`src/hw/lcdcfg_pkg.sv`:
```
// Shared constants and types for the LCD controller configuration slice
package lcdcfg_pkg;

    // Register port widths
    localparam int unsigned ADDR_W = 5;
    localparam int unsigned DATA_W = 8;
    localparam int unsigned GPIO_N = 5;

    // Register offsets
    localparam logic [4:0] OFS_SYS_CFG      = 5'h02;
    localparam logic [4:0] OFS_HORIZ_WIDTH  = 5'h04;
    localparam logic [4:0] OFS_VERT_LO      = 5'h05;
    localparam logic [4:0] OFS_VERT_HI      = 5'h06;
    localparam logic [4:0] OFS_HORIZ_BLANK  = 5'h08;
    localparam logic [4:0] OFS_VERT_BLANK   = 5'h0A;
    localparam logic [4:0] OFS_PIN_DIR      = 5'h18;
    localparam logic [4:0] OFS_PIN_LEVEL    = 5'h19;
    localparam logic [4:0] OFS_SCRATCH      = 5'h1A;
    localparam logic [4:0] OFS_ROTATION     = 5'h1B;
    localparam logic [4:0] OFS_STRIDE       = 5'h1C;
    localparam logic [4:0] OFS_PANEL_MODE   = 5'h1D;
    localparam logic [4:0] OFS_TEST_A       = 5'h1E;
    localparam logic [4:0] OFS_TEST_B       = 5'h1F;

    // Field positions
    localparam int unsigned ROT_EN_BIT       = 7;
    localparam int unsigned ROT_ALT_BIT      = 6;
    localparam int unsigned CFG_HALF_BIT     = 4;
    localparam int unsigned CFG_MCLK_BIT     = 5;
    localparam int unsigned PANEL_DUAL_BIT   = 0;
    localparam int unsigned PANEL_ACTIVE_BIT = 1;

    // Writable bits of the rotation, clock configuration and GPIO registers; pins taken by an active panel
    localparam logic [7:0] ROT_WR_MASK   = 8'hC3;
    localparam logic [7:0] CFG_WR_MASK   = 8'h30;
    localparam logic [4:0] GPIO_WR_MASK  = 5'h1F;
    localparam logic [4:0] DEDICATED_PIN = 5'h0F;

    // Values after reset
    localparam logic [7:0] RST_BYTE      = 8'h00;
    localparam logic [4:0] RST_PINS      = 5'h00;

    // Stride and timing arithmetic
    localparam logic [8:0] STRIDE_ZERO_BYTES = 9'h100;
    localparam logic [9:0] H_PIX_PER_UNIT    = 10'h008;
    localparam logic [5:0] H_BLANK_BIAS      = 6'h04;

    // Refresh orientation, one-hot
    typedef enum logic [2:0] {
        MODE_LAND = 3'b001,
        MODE_DFLT = 3'b010,
        MODE_ALT  = 3'b100
    } lcdcfg_mode_e;

endpackage : lcdcfg_pkg

```
`src/hw/lcdcfg_clk_sel.sv`:
```
// Pixel and memory clock divider selection, as tick pulses on sys_clk
`timescale 1ns/100ps
module lcdcfg_clk_sel (
    input  wire logic             sys_clk,     // System clock, the input clock
    input  wire logic             sys_rst,     // Synchronous reset, high
    input  wire logic             rot_en,      // Rotated refresh enabled
    input  wire logic             rot_alt,     // Alternate rotated mode
    input  wire logic [1:0]       clk_sel,     // Pixel clock select code
    input  wire logic             base_half,   // Base clock is half input
    input  wire logic             mclk_half,   // Landscape memory clock halved
    output logic                  pixel_tick,  // One pulse per pixel clock
    output logic                  mem_tick     // One pulse per memory clock
);
    import lcdcfg_pkg::*;

    lcdcfg_mode_e mode;
    logic [1:0]   pix_log2;
    logic [1:0]   mem_log2;
    logic         base_q;
    logic         base_tick;
    logic [2:0]   cnt_q;

    // Divide ratio minus one as a mask on the base tick counter
    function automatic logic [2:0] div_mask(input logic [1:0] log2);
        case (log2)
            2'h0:    div_mask = 3'h0;
            2'h1:    div_mask = 3'h1;
            2'h2:    div_mask = 3'h3;
            default: div_mask = 3'h7;
        endcase
    endfunction : div_mask

    // Mode decode and divider choice
    always_comb
    begin
        mode = rot_en ? (rot_alt ? MODE_ALT : MODE_DFLT) : MODE_LAND;
        case (mode)
            MODE_LAND:
            begin
                pix_log2 = 2'h0;
                mem_log2 = {1'b0, mclk_half};
            end
            MODE_DFLT:
            begin
                pix_log2 = clk_sel;
                mem_log2 = clk_sel;
            end
            MODE_ALT:
            begin
                pix_log2 = (clk_sel == 2'h0) ? 2'h1 : clk_sel;
                mem_log2 = (clk_sel == 2'h0) ? 2'h0 : clk_sel - 2'h1;
            end
            default:
            begin
                pix_log2 = 2'h0;
                mem_log2 = 2'h0;
            end
        endcase
    end

    // Base clock: every edge, or every second edge when halved
    always_ff @(posedge sys_clk)
    begin
        if (sys_rst)
            base_q <= 1'b0;
        else
            base_q <= base_half ? ~base_q : 1'b1;
    end
    assign base_tick = base_half ? base_q : 1'b1;

    // Base tick counter shared by both dividers
    always_ff @(posedge sys_clk)
    begin
        if (sys_rst)
            cnt_q <= 3'h0;
        else if (base_tick)
            cnt_q <= cnt_q + 3'h1;
    end

    // Registered tick outputs
    always_ff @(posedge sys_clk)
    begin
        if (sys_rst)
        begin
            pixel_tick <= 1'b0;
            mem_tick   <= 1'b0;
        end
        else
        begin
            pixel_tick <= base_tick && ((cnt_q & div_mask(pix_log2)) == div_mask(pix_log2));
            mem_tick   <= base_tick && ((cnt_q & div_mask(mem_log2)) == div_mask(mem_log2));
        end
    end

endmodule : lcdcfg_clk_sel

```
`src/hw/lcdcfg_frame_calc.sv`:
```
// Frame timing arithmetic from the panel size fields
`timescale 1ns/100ps
module lcdcfg_frame_calc (
    input  wire logic        sys_clk,      // System clock
    input  wire logic        sys_rst,      // Synchronous reset, high
    input  wire logic [6:0]  hwidth,       // Horizontal width field
    input  wire logic [4:0]  hblank,       // Horizontal blanking field
    input  wire logic [9:0]  vsize,        // Vertical size field
    input  wire logic [5:0]  vblank,       // Vertical blanking field
    input  wire logic        dual,         // Dual passive panel
    output logic [9:0]       hdisp,        // Display pixels per line
    output logic [8:0]       hblank_pix,   // Blank pixels per line
    output logic [10:0]      vdisp,        // Display lines
    output logic [5:0]       vblank_ln,    // Blank lines
    output logic [22:0]      frame_len     // Pixel clocks per frame
);
    import lcdcfg_pkg::*;

    logic [9:0]  hd;
    logic [8:0]  hb;
    logic [10:0] vd;
    logic [10:0] htot;
    logic [10:0] vtot;

    // Periods and totals
    always_comb
    begin
        hd   = ({3'h0, hwidth} + 10'h001) * H_PIX_PER_UNIT;
        hb   = 9'(({4'h0, hblank} + 9'(H_BLANK_BIAS)) * 9'h008);
        vd   = {1'b0, vsize} + 11'h001;
        htot = {1'b0, hd} + {2'h0, hb};
        vtot = dual ? ({1'b0, vd[10:1]} + {5'h00, vblank})
                    : (vd + {5'h00, vblank});
    end

    // Registered results
    always_ff @(posedge sys_clk)
    begin
        if (sys_rst)
        begin
            hdisp      <= 10'h000;
            hblank_pix <= 9'h000;
            vdisp      <= 11'h000;
            vblank_ln  <= 6'h00;
            frame_len  <= 23'h000000;
        end
        else
        begin
            hdisp      <= hd;
            hblank_pix <= hb;
            vdisp      <= vd;
            vblank_ln  <= vblank;
            frame_len  <= {1'b0, 22'({11'h000, htot} * {11'h000, vtot})} << dual;
        end
    end

endmodule : lcdcfg_frame_calc

```
`src/hw/lcdcfg_regs.sv`:
```
// Configuration register bank: GPIO, scratch, rotation, stride, timing
//
// Added by the designer: the plain strobed port.
`timescale 1ns/100ps
module lcdcfg_regs (
    input  wire logic                          sys_clk,             // System clock
    input  wire logic                          sys_rst,             // Synchronous reset, high
    input  wire logic [lcdcfg_pkg::ADDR_W-1:0] reg_addr,            // Register index
    input  wire logic [lcdcfg_pkg::DATA_W-1:0] reg_wr_data,         // Write data
    input  wire logic                          reg_wr_en,           // Write strobe
    input  wire logic                          reg_rd_en,           // Read strobe
    output logic [lcdcfg_pkg::DATA_W-1:0]      reg_rd_data,         // Read data, next cycle
    input  wire logic [lcdcfg_pkg::GPIO_N-1:0] gpio_in,             // GPIO pin levels
    output logic [lcdcfg_pkg::GPIO_N-1:0]      gpio_out,            // GPIO drive levels
    output logic [lcdcfg_pkg::GPIO_N-1:0]      gpio_oe,             // GPIO drive enables
    output logic                               rotate_en,           // Rotated refresh on
    output logic                               rotate_alt,          // Alternate rotated mode
    output logic                               panel_dual,          // Dual passive panel
    output logic                               panel_active,        // Active-matrix panel
    output logic                               pixel_tick,          // Pixel clock pulse
    output logic                               mem_tick,            // Memory clock pulse
    output logic [8:0]                         line_stride_bytes,   // Rotated line stride
    output logic [9:0]                         horiz_display_period, // Display pixels
    output logic [8:0]                         horiz_blank_period,  // Blank pixels
    output logic [10:0]                        vert_display_period, // Display lines
    output logic [5:0]                         vert_blank_period,   // Blank lines
    output logic [22:0]                        frame_cycles         // Pixel clocks per frame
);
    import lcdcfg_pkg::*;

    logic [GPIO_N-1:0] pin_dir_q;
    logic [GPIO_N-1:0] pin_level_q;
    logic [7:0]        scratch_q;
    logic [7:0]        rotation_q;
    logic [7:0]        stride_q;
    logic [7:0]        sys_cfg_q;
    logic [7:0]        panel_mode_q;
    logic [6:0]        hwidth_q;
    logic [4:0]        hblank_q;
    logic [9:0]        vsize_q;
    logic [5:0]        vblank_q;
    logic [GPIO_N-1:0] pin_meta_q;
    logic [GPIO_N-1:0] pin_sync_q;
    logic [GPIO_N-1:0] dir_eff;
    logic [7:0]        rd_d;

    // Write decode helper
    function automatic logic hit(input logic [4:0] a, input logic [4:0] ofs);
        hit = (a == ofs);
    endfunction : hit

    // Direction only counts on pins not taken by the panel
    assign dir_eff = pin_dir_q & ~(panel_mode_q[PANEL_ACTIVE_BIT] ? DEDICATED_PIN : RST_PINS);

    // Two-stage synchroniser on the pin inputs
    always_ff @(posedge sys_clk)
    begin
        if (sys_rst)
        begin
            pin_meta_q <= RST_PINS;
            pin_sync_q <= RST_PINS;
        end
        else
        begin
            pin_meta_q <= gpio_in;
            pin_sync_q <= pin_meta_q;
        end
    end

    // GPIO direction and output latch
    always_ff @(posedge sys_clk)
    begin
        if (sys_rst)
        begin
            pin_dir_q   <= RST_PINS;
            pin_level_q <= RST_PINS;
        end
        else if (reg_wr_en)
        begin
            if (hit(reg_addr, OFS_PIN_DIR))
                pin_dir_q <= reg_wr_data[GPIO_N-1:0] & GPIO_WR_MASK;
            if (hit(reg_addr, OFS_PIN_LEVEL))
                pin_level_q <= reg_wr_data[GPIO_N-1:0] & GPIO_WR_MASK;
        end
    end

    // GPIO pin drive
    always_ff @(posedge sys_clk)
    begin
        if (sys_rst)
        begin
            gpio_out <= RST_PINS;
            gpio_oe  <= RST_PINS;
        end
        else
        begin
            gpio_out <= pin_level_q;
            gpio_oe  <= dir_eff;
        end
    end

    // Scratch, rotation and stride registers
    always_ff @(posedge sys_clk)
    begin
        if (sys_rst)
        begin
            scratch_q  <= RST_BYTE;
            rotation_q <= RST_BYTE;
            stride_q   <= RST_BYTE;
        end
        else if (reg_wr_en)
        begin
            if (hit(reg_addr, OFS_SCRATCH))
                scratch_q <= reg_wr_data;
            if (hit(reg_addr, OFS_ROTATION))
                rotation_q <= reg_wr_data & ROT_WR_MASK;
            if (hit(reg_addr, OFS_STRIDE))
                stride_q <= reg_wr_data;
        end
    end

    // Clock configuration and panel mode registers
    always_ff @(posedge sys_clk)
    begin
        if (sys_rst)
        begin
            sys_cfg_q    <= RST_BYTE;
            panel_mode_q <= RST_BYTE;
        end
        else if (reg_wr_en)
        begin
            if (hit(reg_addr, OFS_SYS_CFG))
                sys_cfg_q <= reg_wr_data & CFG_WR_MASK;
            if (hit(reg_addr, OFS_PANEL_MODE))
                panel_mode_q <= {6'h00, reg_wr_data[1:0]};
        end
    end

    // Panel size fields
    always_ff @(posedge sys_clk)
    begin
        if (sys_rst)
        begin
            hwidth_q <= 7'h00;
            hblank_q <= 5'h00;
            vsize_q  <= 10'h000;
            vblank_q <= 6'h00;
        end
        else if (reg_wr_en)
        begin
            if (hit(reg_addr, OFS_HORIZ_WIDTH))
                hwidth_q <= reg_wr_data[6:0];
            if (hit(reg_addr, OFS_HORIZ_BLANK))
                hblank_q <= reg_wr_data[4:0];
            if (hit(reg_addr, OFS_VERT_LO))
                vsize_q[7:0] <= reg_wr_data;
            if (hit(reg_addr, OFS_VERT_HI))
                vsize_q[9:8] <= reg_wr_data[1:0];
            if (hit(reg_addr, OFS_VERT_BLANK))
                vblank_q <= reg_wr_data[5:0];
        end
    end

    // Read multiplexer; test registers and unmapped indexes read zero
    always_comb
    begin
        case (reg_addr)
            OFS_SYS_CFG:     rd_d = sys_cfg_q;
            OFS_HORIZ_WIDTH: rd_d = {1'b0, hwidth_q};
            OFS_VERT_LO:     rd_d = vsize_q[7:0];
            OFS_VERT_HI:     rd_d = {6'h00, vsize_q[9:8]};
            OFS_HORIZ_BLANK: rd_d = {3'h0, hblank_q};
            OFS_VERT_BLANK:  rd_d = {2'h0, vblank_q};
            OFS_PIN_DIR:     rd_d = {3'h0, pin_dir_q};
            OFS_PIN_LEVEL:   rd_d = {3'h0, (pin_sync_q & ~dir_eff) | (pin_level_q & dir_eff)};
            OFS_SCRATCH:     rd_d = scratch_q;
            OFS_ROTATION:    rd_d = rotation_q;
            OFS_STRIDE:      rd_d = stride_q;
            OFS_PANEL_MODE:  rd_d = panel_mode_q;
            OFS_TEST_A:      rd_d = RST_BYTE;
            OFS_TEST_B:      rd_d = RST_BYTE;
            default:         rd_d = RST_BYTE;
        endcase
    end

    // Read data register, loaded by the read strobe only
    always_ff @(posedge sys_clk)
    begin
        if (sys_rst)
            reg_rd_data <= RST_BYTE;
        else if (reg_rd_en)
            reg_rd_data <= rd_d;
    end

    // Mode, panel and stride outputs
    always_ff @(posedge sys_clk)
    begin
        if (sys_rst)
        begin
            rotate_en         <= 1'b0;
            rotate_alt        <= 1'b0;
            panel_dual        <= 1'b0;
            panel_active      <= 1'b0;
            line_stride_bytes <= STRIDE_ZERO_BYTES;
        end
        else
        begin
            rotate_en         <= rotation_q[ROT_EN_BIT];
            rotate_alt        <= rotation_q[ROT_EN_BIT] & rotation_q[ROT_ALT_BIT];
            panel_dual        <= panel_mode_q[PANEL_DUAL_BIT];
            panel_active      <= panel_mode_q[PANEL_ACTIVE_BIT];
            line_stride_bytes <= (stride_q == 8'h00) ? STRIDE_ZERO_BYTES
                                                     : {1'b0, stride_q};
        end
    end

    // Clock divider selection
    lcdcfg_clk_sel u_clk_sel (
        .sys_clk    (sys_clk),
        .sys_rst    (sys_rst),
        .rot_en     (rotation_q[ROT_EN_BIT]),
        .rot_alt    (rotation_q[ROT_ALT_BIT]),
        .clk_sel    (rotation_q[1:0]),
        .base_half  (sys_cfg_q[CFG_HALF_BIT]),
        .mclk_half  (sys_cfg_q[CFG_MCLK_BIT]),
        .pixel_tick (pixel_tick),
        .mem_tick   (mem_tick)
    );

    // Frame timing arithmetic
    lcdcfg_frame_calc u_frame_calc (
        .sys_clk    (sys_clk),
        .sys_rst    (sys_rst),
        .hwidth     (hwidth_q),
        .hblank     (hblank_q),
        .vsize      (vsize_q),
        .vblank     (vblank_q),
        .dual       (panel_mode_q[PANEL_DUAL_BIT]),
        .hdisp      (horiz_display_period),
        .hblank_pix (horiz_blank_period),
        .vdisp      (vert_display_period),
        .vblank_ln  (vert_blank_period),
        .frame_len  (frame_cycles)
    );

    // Input pins read their synchronised level
    chk_input_read: assert property (
        @(posedge sys_clk) disable iff (sys_rst)
        (reg_rd_en && reg_addr == OFS_PIN_LEVEL)
        |=> ((reg_rd_data[GPIO_N-1:0] & ~$past(dir_eff))
             == ($past(pin_sync_q) & ~$past(dir_eff))))
        else $error("input pin status mismatch");

    // A status write reaches the pin two edges later
    chk_output_level: assert property (
        @(posedge sys_clk) disable iff (sys_rst)
        (reg_wr_en && reg_addr == OFS_PIN_LEVEL)
        |-> ##2 (gpio_out == $past(reg_wr_data[GPIO_N-1:0], 2)))
        else $error("output level not driven");

    // Output direction enables the drive
    chk_output_enable: assert property (
        @(posedge sys_clk) disable iff (sys_rst)
        (reg_wr_en && reg_addr == OFS_PIN_DIR && reg_wr_data[4] && !$past(sys_rst))
        |-> ##2 gpio_oe[4])
        else $error("output pin not enabled");

    // Dedicated panel pins are never driven here while the active panel mode is set
    chk_dedicated_off: assert property (
        @(posedge sys_clk) disable iff (sys_rst)
        $past(panel_mode_q[PANEL_ACTIVE_BIT]) |-> ((gpio_oe & DEDICATED_PIN) == RST_PINS))
        else $error("dedicated pin driven");

    // Scratch reads back what was written
    chk_scratch_hold: assert property (
        @(posedge sys_clk) disable iff (sys_rst)
        (reg_wr_en && reg_addr == OFS_SCRATCH) ##1 (reg_rd_en && reg_addr == OFS_SCRATCH)
        |=> (reg_rd_data == $past(reg_wr_data, 2)))
        else $error("scratch readback wrong");

    // Reserved rotation bits read zero
    chk_rotation_rsvd: assert property (
        @(posedge sys_clk) disable iff (sys_rst)
        (reg_rd_en && reg_addr == OFS_ROTATION) |=> (reg_rd_data[5:2] == 4'h0))
        else $error("reserved rotation bits set");

    // Stride zero stands for 256 bytes
    chk_stride_zero: assert property (
        @(posedge sys_clk) disable iff (sys_rst)
        (stride_q == 8'h00) |=> (line_stride_bytes == 9'h100))
        else $error("zero stride not 256");

    // Nonzero stride passes unchanged
    chk_stride_pass: assert property (
        @(posedge sys_clk) disable iff (sys_rst)
        (stride_q != 8'h00) |=> (line_stride_bytes == {1'b0, $past(stride_q)}))
        else $error("stride value altered");

    // Factory test registers read zero
    chk_test_quiet: assert property (
        @(posedge sys_clk) disable iff (sys_rst)
        (reg_rd_en && (reg_addr == OFS_TEST_A || reg_addr == OFS_TEST_B))
        |=> (reg_rd_data == 8'h00))
        else $error("test register not zero");

    // Upper GPIO bits read zero
    chk_gpio_upper: assert property (
        @(posedge sys_clk) disable iff (sys_rst)
        (reg_rd_en && (reg_addr == OFS_PIN_DIR || reg_addr == OFS_PIN_LEVEL))
        |=> (reg_rd_data[7:5] == 3'h0))
        else $error("upper gpio bits set");

    // Landscape pixel clock runs at base rate
    chk_land_pixel: assert property (
        @(posedge sys_clk) disable iff (sys_rst)
        (!rotation_q[ROT_EN_BIT] && !sys_cfg_q[CFG_HALF_BIT]) [*3] |-> pixel_tick)
        else $error("landscape pixel tick missing");

    // A rotation write reaches the enable output two edges later
    chk_rotate_follow: assert property (
        @(posedge sys_clk) disable iff (sys_rst)
        (reg_wr_en && reg_addr == OFS_ROTATION)
        |-> ##2 (rotate_en == $past(reg_wr_data[ROT_EN_BIT], 2)))
        else $error("rotation enable not applied");

    // Alternate mode shows only while rotation is on
    chk_alt_follow: assert property (
        @(posedge sys_clk) disable iff (sys_rst)
        (reg_wr_en && reg_addr == OFS_ROTATION)
        |-> ##2 (rotate_alt == ($past(reg_wr_data[ROT_EN_BIT], 2)
                               && $past(reg_wr_data[ROT_ALT_BIT], 2))))
        else $error("alternate mode not applied");

    // A nonzero stride write reaches the stride output two edges later
    chk_stride_write: assert property (
        @(posedge sys_clk) disable iff (sys_rst)
        (reg_wr_en && reg_addr == OFS_STRIDE && reg_wr_data != 8'h00)
        |-> ##2 (line_stride_bytes == {1'b0, $past(reg_wr_data, 2)}))
        else $error("stride write not applied");

endmodule : lcdcfg_regs

```
`config.mk`:
```
export PLATFORM = sky130hd
export DESIGN_NAME = lcdcfg_regs
export DESIGN_NICKNAME = d
export VERILOG_FILES = /design/src/hw/lcdcfg_pkg.sv /design/src/hw/lcdcfg_clk_sel.sv /design/src/hw/lcdcfg_frame_calc.sv /design/src/hw/lcdcfg_regs.sv
export SDC_FILE = /design/constraint.sdc
export NUM_CORES = 1
export LEC_CHECK = 0
export ABC_CLOCK_PERIOD_IN_PS = 10500
export BUFFER_PORTS_ARGS = -buffer_cell sky130_fd_sc_hd__buf_2
export CAP_MARGIN = 30
export CORE_MARGIN = 10
export CORE_UTILIZATION = 50
export CTS_CLUSTER_DIAMETER = 200
export DETAILED_ROUTE_END_ITERATION = 10
export PLACE_DENSITY = 0.7
export SYNTH_ARGS = -nofsm -noshare
export SYNTH_HDL_FRONTEND = slang
export SYNTH_SLANG_ARGS = --single-unit
```
`constraint.sdc`:
```
create_clock -name sys_clk -period 10.5 [get_ports sys_clk]
set_clock_uncertainty 0.1 [all_clocks]
set_input_delay 1.05 -clock sys_clk [delete_from_list [all_inputs] [get_ports sys_clk]]
set_output_delay 1.05 -clock sys_clk [all_outputs]
set_load 0.05 [all_outputs]
```
After elaboration in Yosys (flattened, before gate mapping). Cells that the tools add are included.

Reduce and logical (&&, ||, !) cells: 19. Bitwise logic cells: 10. Eq/ne operators: 21. Shift operators: 1. Multiply operators: 1. Mux-type cells: 16. $add $sub $neg: 8.

Operators with widths (number): 8-bit one-hot mux with 12 select lines (1); 5-bit == test, second input constant (6); 2-bit AND reduction (12); 22-bit by 1-bit << shifter with 23-bit output (1); 11-bit by 11-bit multiplier with 22-bit output (1); 3-bit one-hot mux with 3 select lines (2); 5-bit bitwise AND (3); 5-bit by 3-bit == test with 1-bit output, second input constant (3); 3-bit two-way mux (4); 10-bit by 1-bit adder with 11-bit output, second input constant (1); 10-bit by 6-bit adder with 11-bit output (1); 10-bit by 9-bit adder with 11-bit output (1); 11-bit by 6-bit adder with 11-bit output (1); 11-bit two-way mux (1); 5-bit by 4-bit == test with 1-bit output, second input constant (2); 9-bit two-way mux (1); 8-bit logical NOT (1); 7-bit by 1-bit adder with 7-bit output, second input constant (1); 5-bit by 3-bit adder with 6-bit output, second input constant (1); 3-bit bitwise AND (2); 3-bit == test (2); 2-bit logical NOT (3); 2-bit one-hot mux with 3 select lines (1); 5-bit by 2-bit == test with 1-bit output, second input constant (1); other kinds (18) (23).

Register bits after elaboration: 168. Input port bits: 22. Logic and storage cells: 110. Output and inout bits: 92.

Logic depth before layout (Yosys ltp).
Word-level depth: 10. Gate-level depth with buffers: 29.

Cells and area by module. Synthesis repeated with hierarchy kept, for this count alone.

Cells, all modules: 1157. Area total of the unflattened synthesis: 10237.3 µm².

By module, submodules not included: lcdcfg_frame_calc (instances 1, sequential area each 1001.0 µm², cells each 669, area each 5740.5 µm²); lcdcfg_regs (instances 1, sequential area each 2062.0 µm², cells each 459, area each 4220.3 µm²); lcdcfg_clk_sel (instances 1, sequential area each 120.1 µm², cells each 29, area each 276.5 µm²).

Worst setup path before layout. Ideal clock, no wire load.

Path type: register -> register. Start point: reg panel_mode_q[0]. End point: reg u_frame_calc.frame_len[20]. Path buffers: 3. Arrival: 7549 ps. Slack: 2777 ps. Period minus slack after synthesis: 7723 ps. Stages on the path, launching flop included: 29. Path through: dfxtp_1 > buf_1 > clkbuf_1 > buf_1 > nand2_1 > o21ai_0 > ha_1 > inv_1 > fa_1 > o21ai_0 > a31oi_1 > xnor2_1 > nor2_1 > fa_1 > fa_1 > inv_1 > fa_1 > inv_1 > fa_1 > inv_1 > fa_1 > inv_1 > ha_1 > a2111oi_2 > o21ai_0 > a311o_1 > a21oi_1 > mux2_2 > a31oi_1.

Word-level cells in the longest chain between the ends: 3.

RTL lines: start, declared (RTL line lcdcfg_regs.sv:37) `logic [7:0] panel_mode_q;`; start signal, assigned (RTL line lcdcfg_regs.sv:135) `panel_mode_q <= {6'h00, reg_wr_data[1:0]};`; 11-bit two-way mux (RTL line lcdcfg_frame_calc.sv:32) `vtot = dual ? ({1'b0, vd[10:1]} + {5'h00, vblank})`; 11-bit by 11-bit multiplier with 22-bit output (RTL line lcdcfg_frame_calc.sv:53) `frame_len <= {1'b0, 22'({11'h000, htot} * {11'h000, vtot})} << dual;`; 22-bit by 1-bit << shifter with 23-bit output (*) (RTL line lcdcfg_frame_calc.sv:53); end signal, assigned (RTL line lcdcfg_frame_calc.sv:53); end, declared (RTL line lcdcfg_frame_calc.sv:15) `output logic [22:0] frame_len`.

Mark *: on every way between the ends. The rest lies on a longest branch, timed or not. A chain may end at the register's enable or synchronous reset.

Final worst setup path. Same ends and word-level chain as after synthesis.

==> flow_summary.ini <==
[floorplan]
die_area_um2 = 25900
rows = 51
ios = 114
start_util = 0.509
fp.dieW_um = 161
core_um2 = 19500
die_h_um = 161

[timing]
grt_setup_unrepaired = false
setup_violations = 0
fin_setup_tns_ps = 0
fmax_mhz = 120
worst_pin_slew_ps = 949
setup_ws_ps = 2190
slew_headroom = 0.365
post-route-period-util = 0.792
slew_viol_final = 0
hold_viol = 0
layout_min_cycle_time_ps = 8310

[setup_path]
crit_cells = 26
required_ps = 10760
path_class = register to register
crit_path_top_delay_cell = clkinv_1
path_delay_family = adder cells
path_buf_inv = 5
cp-start-kind = register
cp-end-kind = register
rr_worst_depth = 26
max_stage_delay_ps = 690
critPathMostFrequentCell = fa_1
cp_max_fo = 18
worstPathArrival_ps = 8570

[status]
outcome = finished clean

[job]
max-cap-violations = 0

[grt]
grt_antenna_before_repair = 0
grt_pass1_vias = 8034
grt_use_total = 0.196
grt_max_degree = 77
grt_pass1_wl_um = 41600
grt.overflow.total = 0

[cts]
cts_sinks = 159
cts-hold-fix-buffers = 0
postCtsSetupRepairBufs = 0
cts_inserted_buffers = 17
h-tree-depth = 4
clock_latency_ps = 440
cts_tree = built
clk_path_buf_depth = 2
cts-root-buf = clkbuf_16
ctsResizeCount = 0
path_clk_slew_ps = 70

[yosys]
syn_inst = 1153
ys_ff_latch = 159
ys_async_sr_fraction = 0
synth.avg_cell_area_um2 = 8.62
synth_edf_count = 0
synth_top_area_frac = 0.320
synth_area_leader_cell = dfxtp_1
netlist_area_um2 = 9940
ys.flop_type = dfxtp_1
synthTopCellsByArea = dfxtp_1 (32%), fa_1 (11%), ha_1 (9.3%), a21oi_1 (4.5%), nand2_1 (4.3%)
ys_seq_area_frac = 0.320
synth_cell_type_count = 69
ys_warn_count = 0

[place]
numPlacedInstances = 1469
io_buffers = 104
globalplace.congestion = 0.880
hpwl_um = 19300
dp_slack_ps = 2260

[pwr]
p_leak_nw = 5.01
powerDensity_nw_per_um2 = 116
finalPower_mw = 1.30
vdd_drop_max_mv = 0.110

[routing]
first_pass_iters = 5
drt-wirelength-per-cell_um = 17.3
routed-via-count = 8400
ant_nets = 0
drc = 0
drt_iter0_drc = 738
drt_wl_total_um = 25900
avgViaCountPerCell = 5.59

[cells_and_area]
area_growth_pct = 12.5
layout-drive-gt1-share = 0.134
final_cells = 1503
antenna_cells = 0
finalNetCount = 1376

[hold_path]
holdPathStages = 1
hp-class = register to register
## kinds of logic (layout without fill, tap and decap cells)
kind of cell    count (synthesis)  count (layout)  share of synthesized area
flops                         159             159                      0.320
simple gates                  430             430                      0.211
compound gates                205             205                      0.136
xor+xnor                       41              41                     0.0361
buf+inv                       163             240                     0.0667
mux                            25              25                     0.0257
other cells                     1               9                   0.000377
fa+ha+maj                     129             129                      0.204
## flip-flops by register name, summed over array words and instances (netlist names), 7 cells and up
name and flops:
u_frame_calc.frame_len 20, u_frame_calc.vdisp 11, vsize_q 10, line_stride_bytes 9
reg_rd_data 8, scratch_q 8, stride_q 8, hwidth_q 7
u_frame_calc.hdisp 7
## metal layers
metal,track usage,share of wire,vias to the layer above
li1,-,-,4021
met1,0.239,0.42,4001
met2,0.325,0.48,320
met3,0.0452,0.068,58
met4,0.0860,0.033,0
met5,0,0,-
## worst paths after layout
path / start / slack (ps) / endpoint
setup / recovery: panel_mode_q[0] / 2190 / u_frame_calc.frame_len[20]
hold / removal: u_clk_sel.base_q / 330 / u_clk_sel.base_q
setup reg to reg: panel_mode_q[0] / 2190 / u_frame_calc.frame_len[20]
hold reg to reg: u_clk_sel.base_q / 330 / u_clk_sel.base_q
## synthesized netlist by cell type, drive strengths merged, types with 4 or more instances
| master | n |
|---|---|
| a21o | 12 |
| nand4 | 6 |
| o31a | 4 |
| xnor2 | 22 |
| dfxtp | 159 |
| fa | 55 |
| o21bai | 4 |
| o211ai | 7 |
| inv | 92 |
| a211oi | 6 |
| or3 | 4 |
| a21boi | 5 |
| a32oi | 4 |
| mux2i | 21 |
| xor2 | 19 |
| nand2 | 114 |
| nand3 | 66 |
| o21a | 5 |
| nor2b | 48 |
| a21oi | 89 |
| nor2 | 105 |
| o22ai | 5 |
| and3 | 5 |
| and2 | 11 |
| clkbuf | 51 |
| ha | 74 |
| nand2b | 24 |
| buf | 19 |
| nor4 | 13 |
| nor3 | 12 |
| o21ai | 17 |
| a22oi | 20 |
| mux2 | 4 |
| or2 | 7 |
## area by class of cell
class                      instances  area [um2]
clock buffer                      18         429
sequential                       159        3180
multi-input combinational        839        6130
inverter                          93         349
tap                              265         332
timing repair buffer             115         619
clock inverter                    14         145
fill                            1827        8340
## placed cells by master, fill, tap and decap left out, drive strengths merged, types with 6 or more instances in the layout
cell	synthesis	layout
nand3	66	66
a21o	12	12
ha	74	74
buf	19	115
inv	92	99
nor3	12	12
clkinv	1	7
o211ai	7	7
nand4	6	6
or2	7	7
nor2	105	105
mux2i	21	21
a21oi	89	89
nor2b	48	48
dfxtp	159	159
nand2b	24	24
clkbuf	51	18
fa	55	55
nand2	114	114
xnor2	22	22
a211oi	6	6
and2	11	11
a22oi	20	20
xor2	19	19
nor4	13	13
conb	1	9
o21ai	17	17
## metrics by stage
step / utilization / hold WS (ps) / area [um2]
finish: 0.573 / 327 / 11200
global route: 0.573 / 349 / 11200
CTS: 0.572 / 329 / 11200
detailed placement: 0.542 / 319 / 10600
global placement: 0.542 / 312 / 10600
floorplan: - / 303 / 9970
## power breakdown
group          switching (mW)  internal, mW  total (mW)
clock                   0.283         0.316       0.599
sequential            0.00537         0.611       0.616
combinational          0.0648        0.0226      0.0874
total                   0.353         0.950        1.30
(Power assumes the default switching activity.)
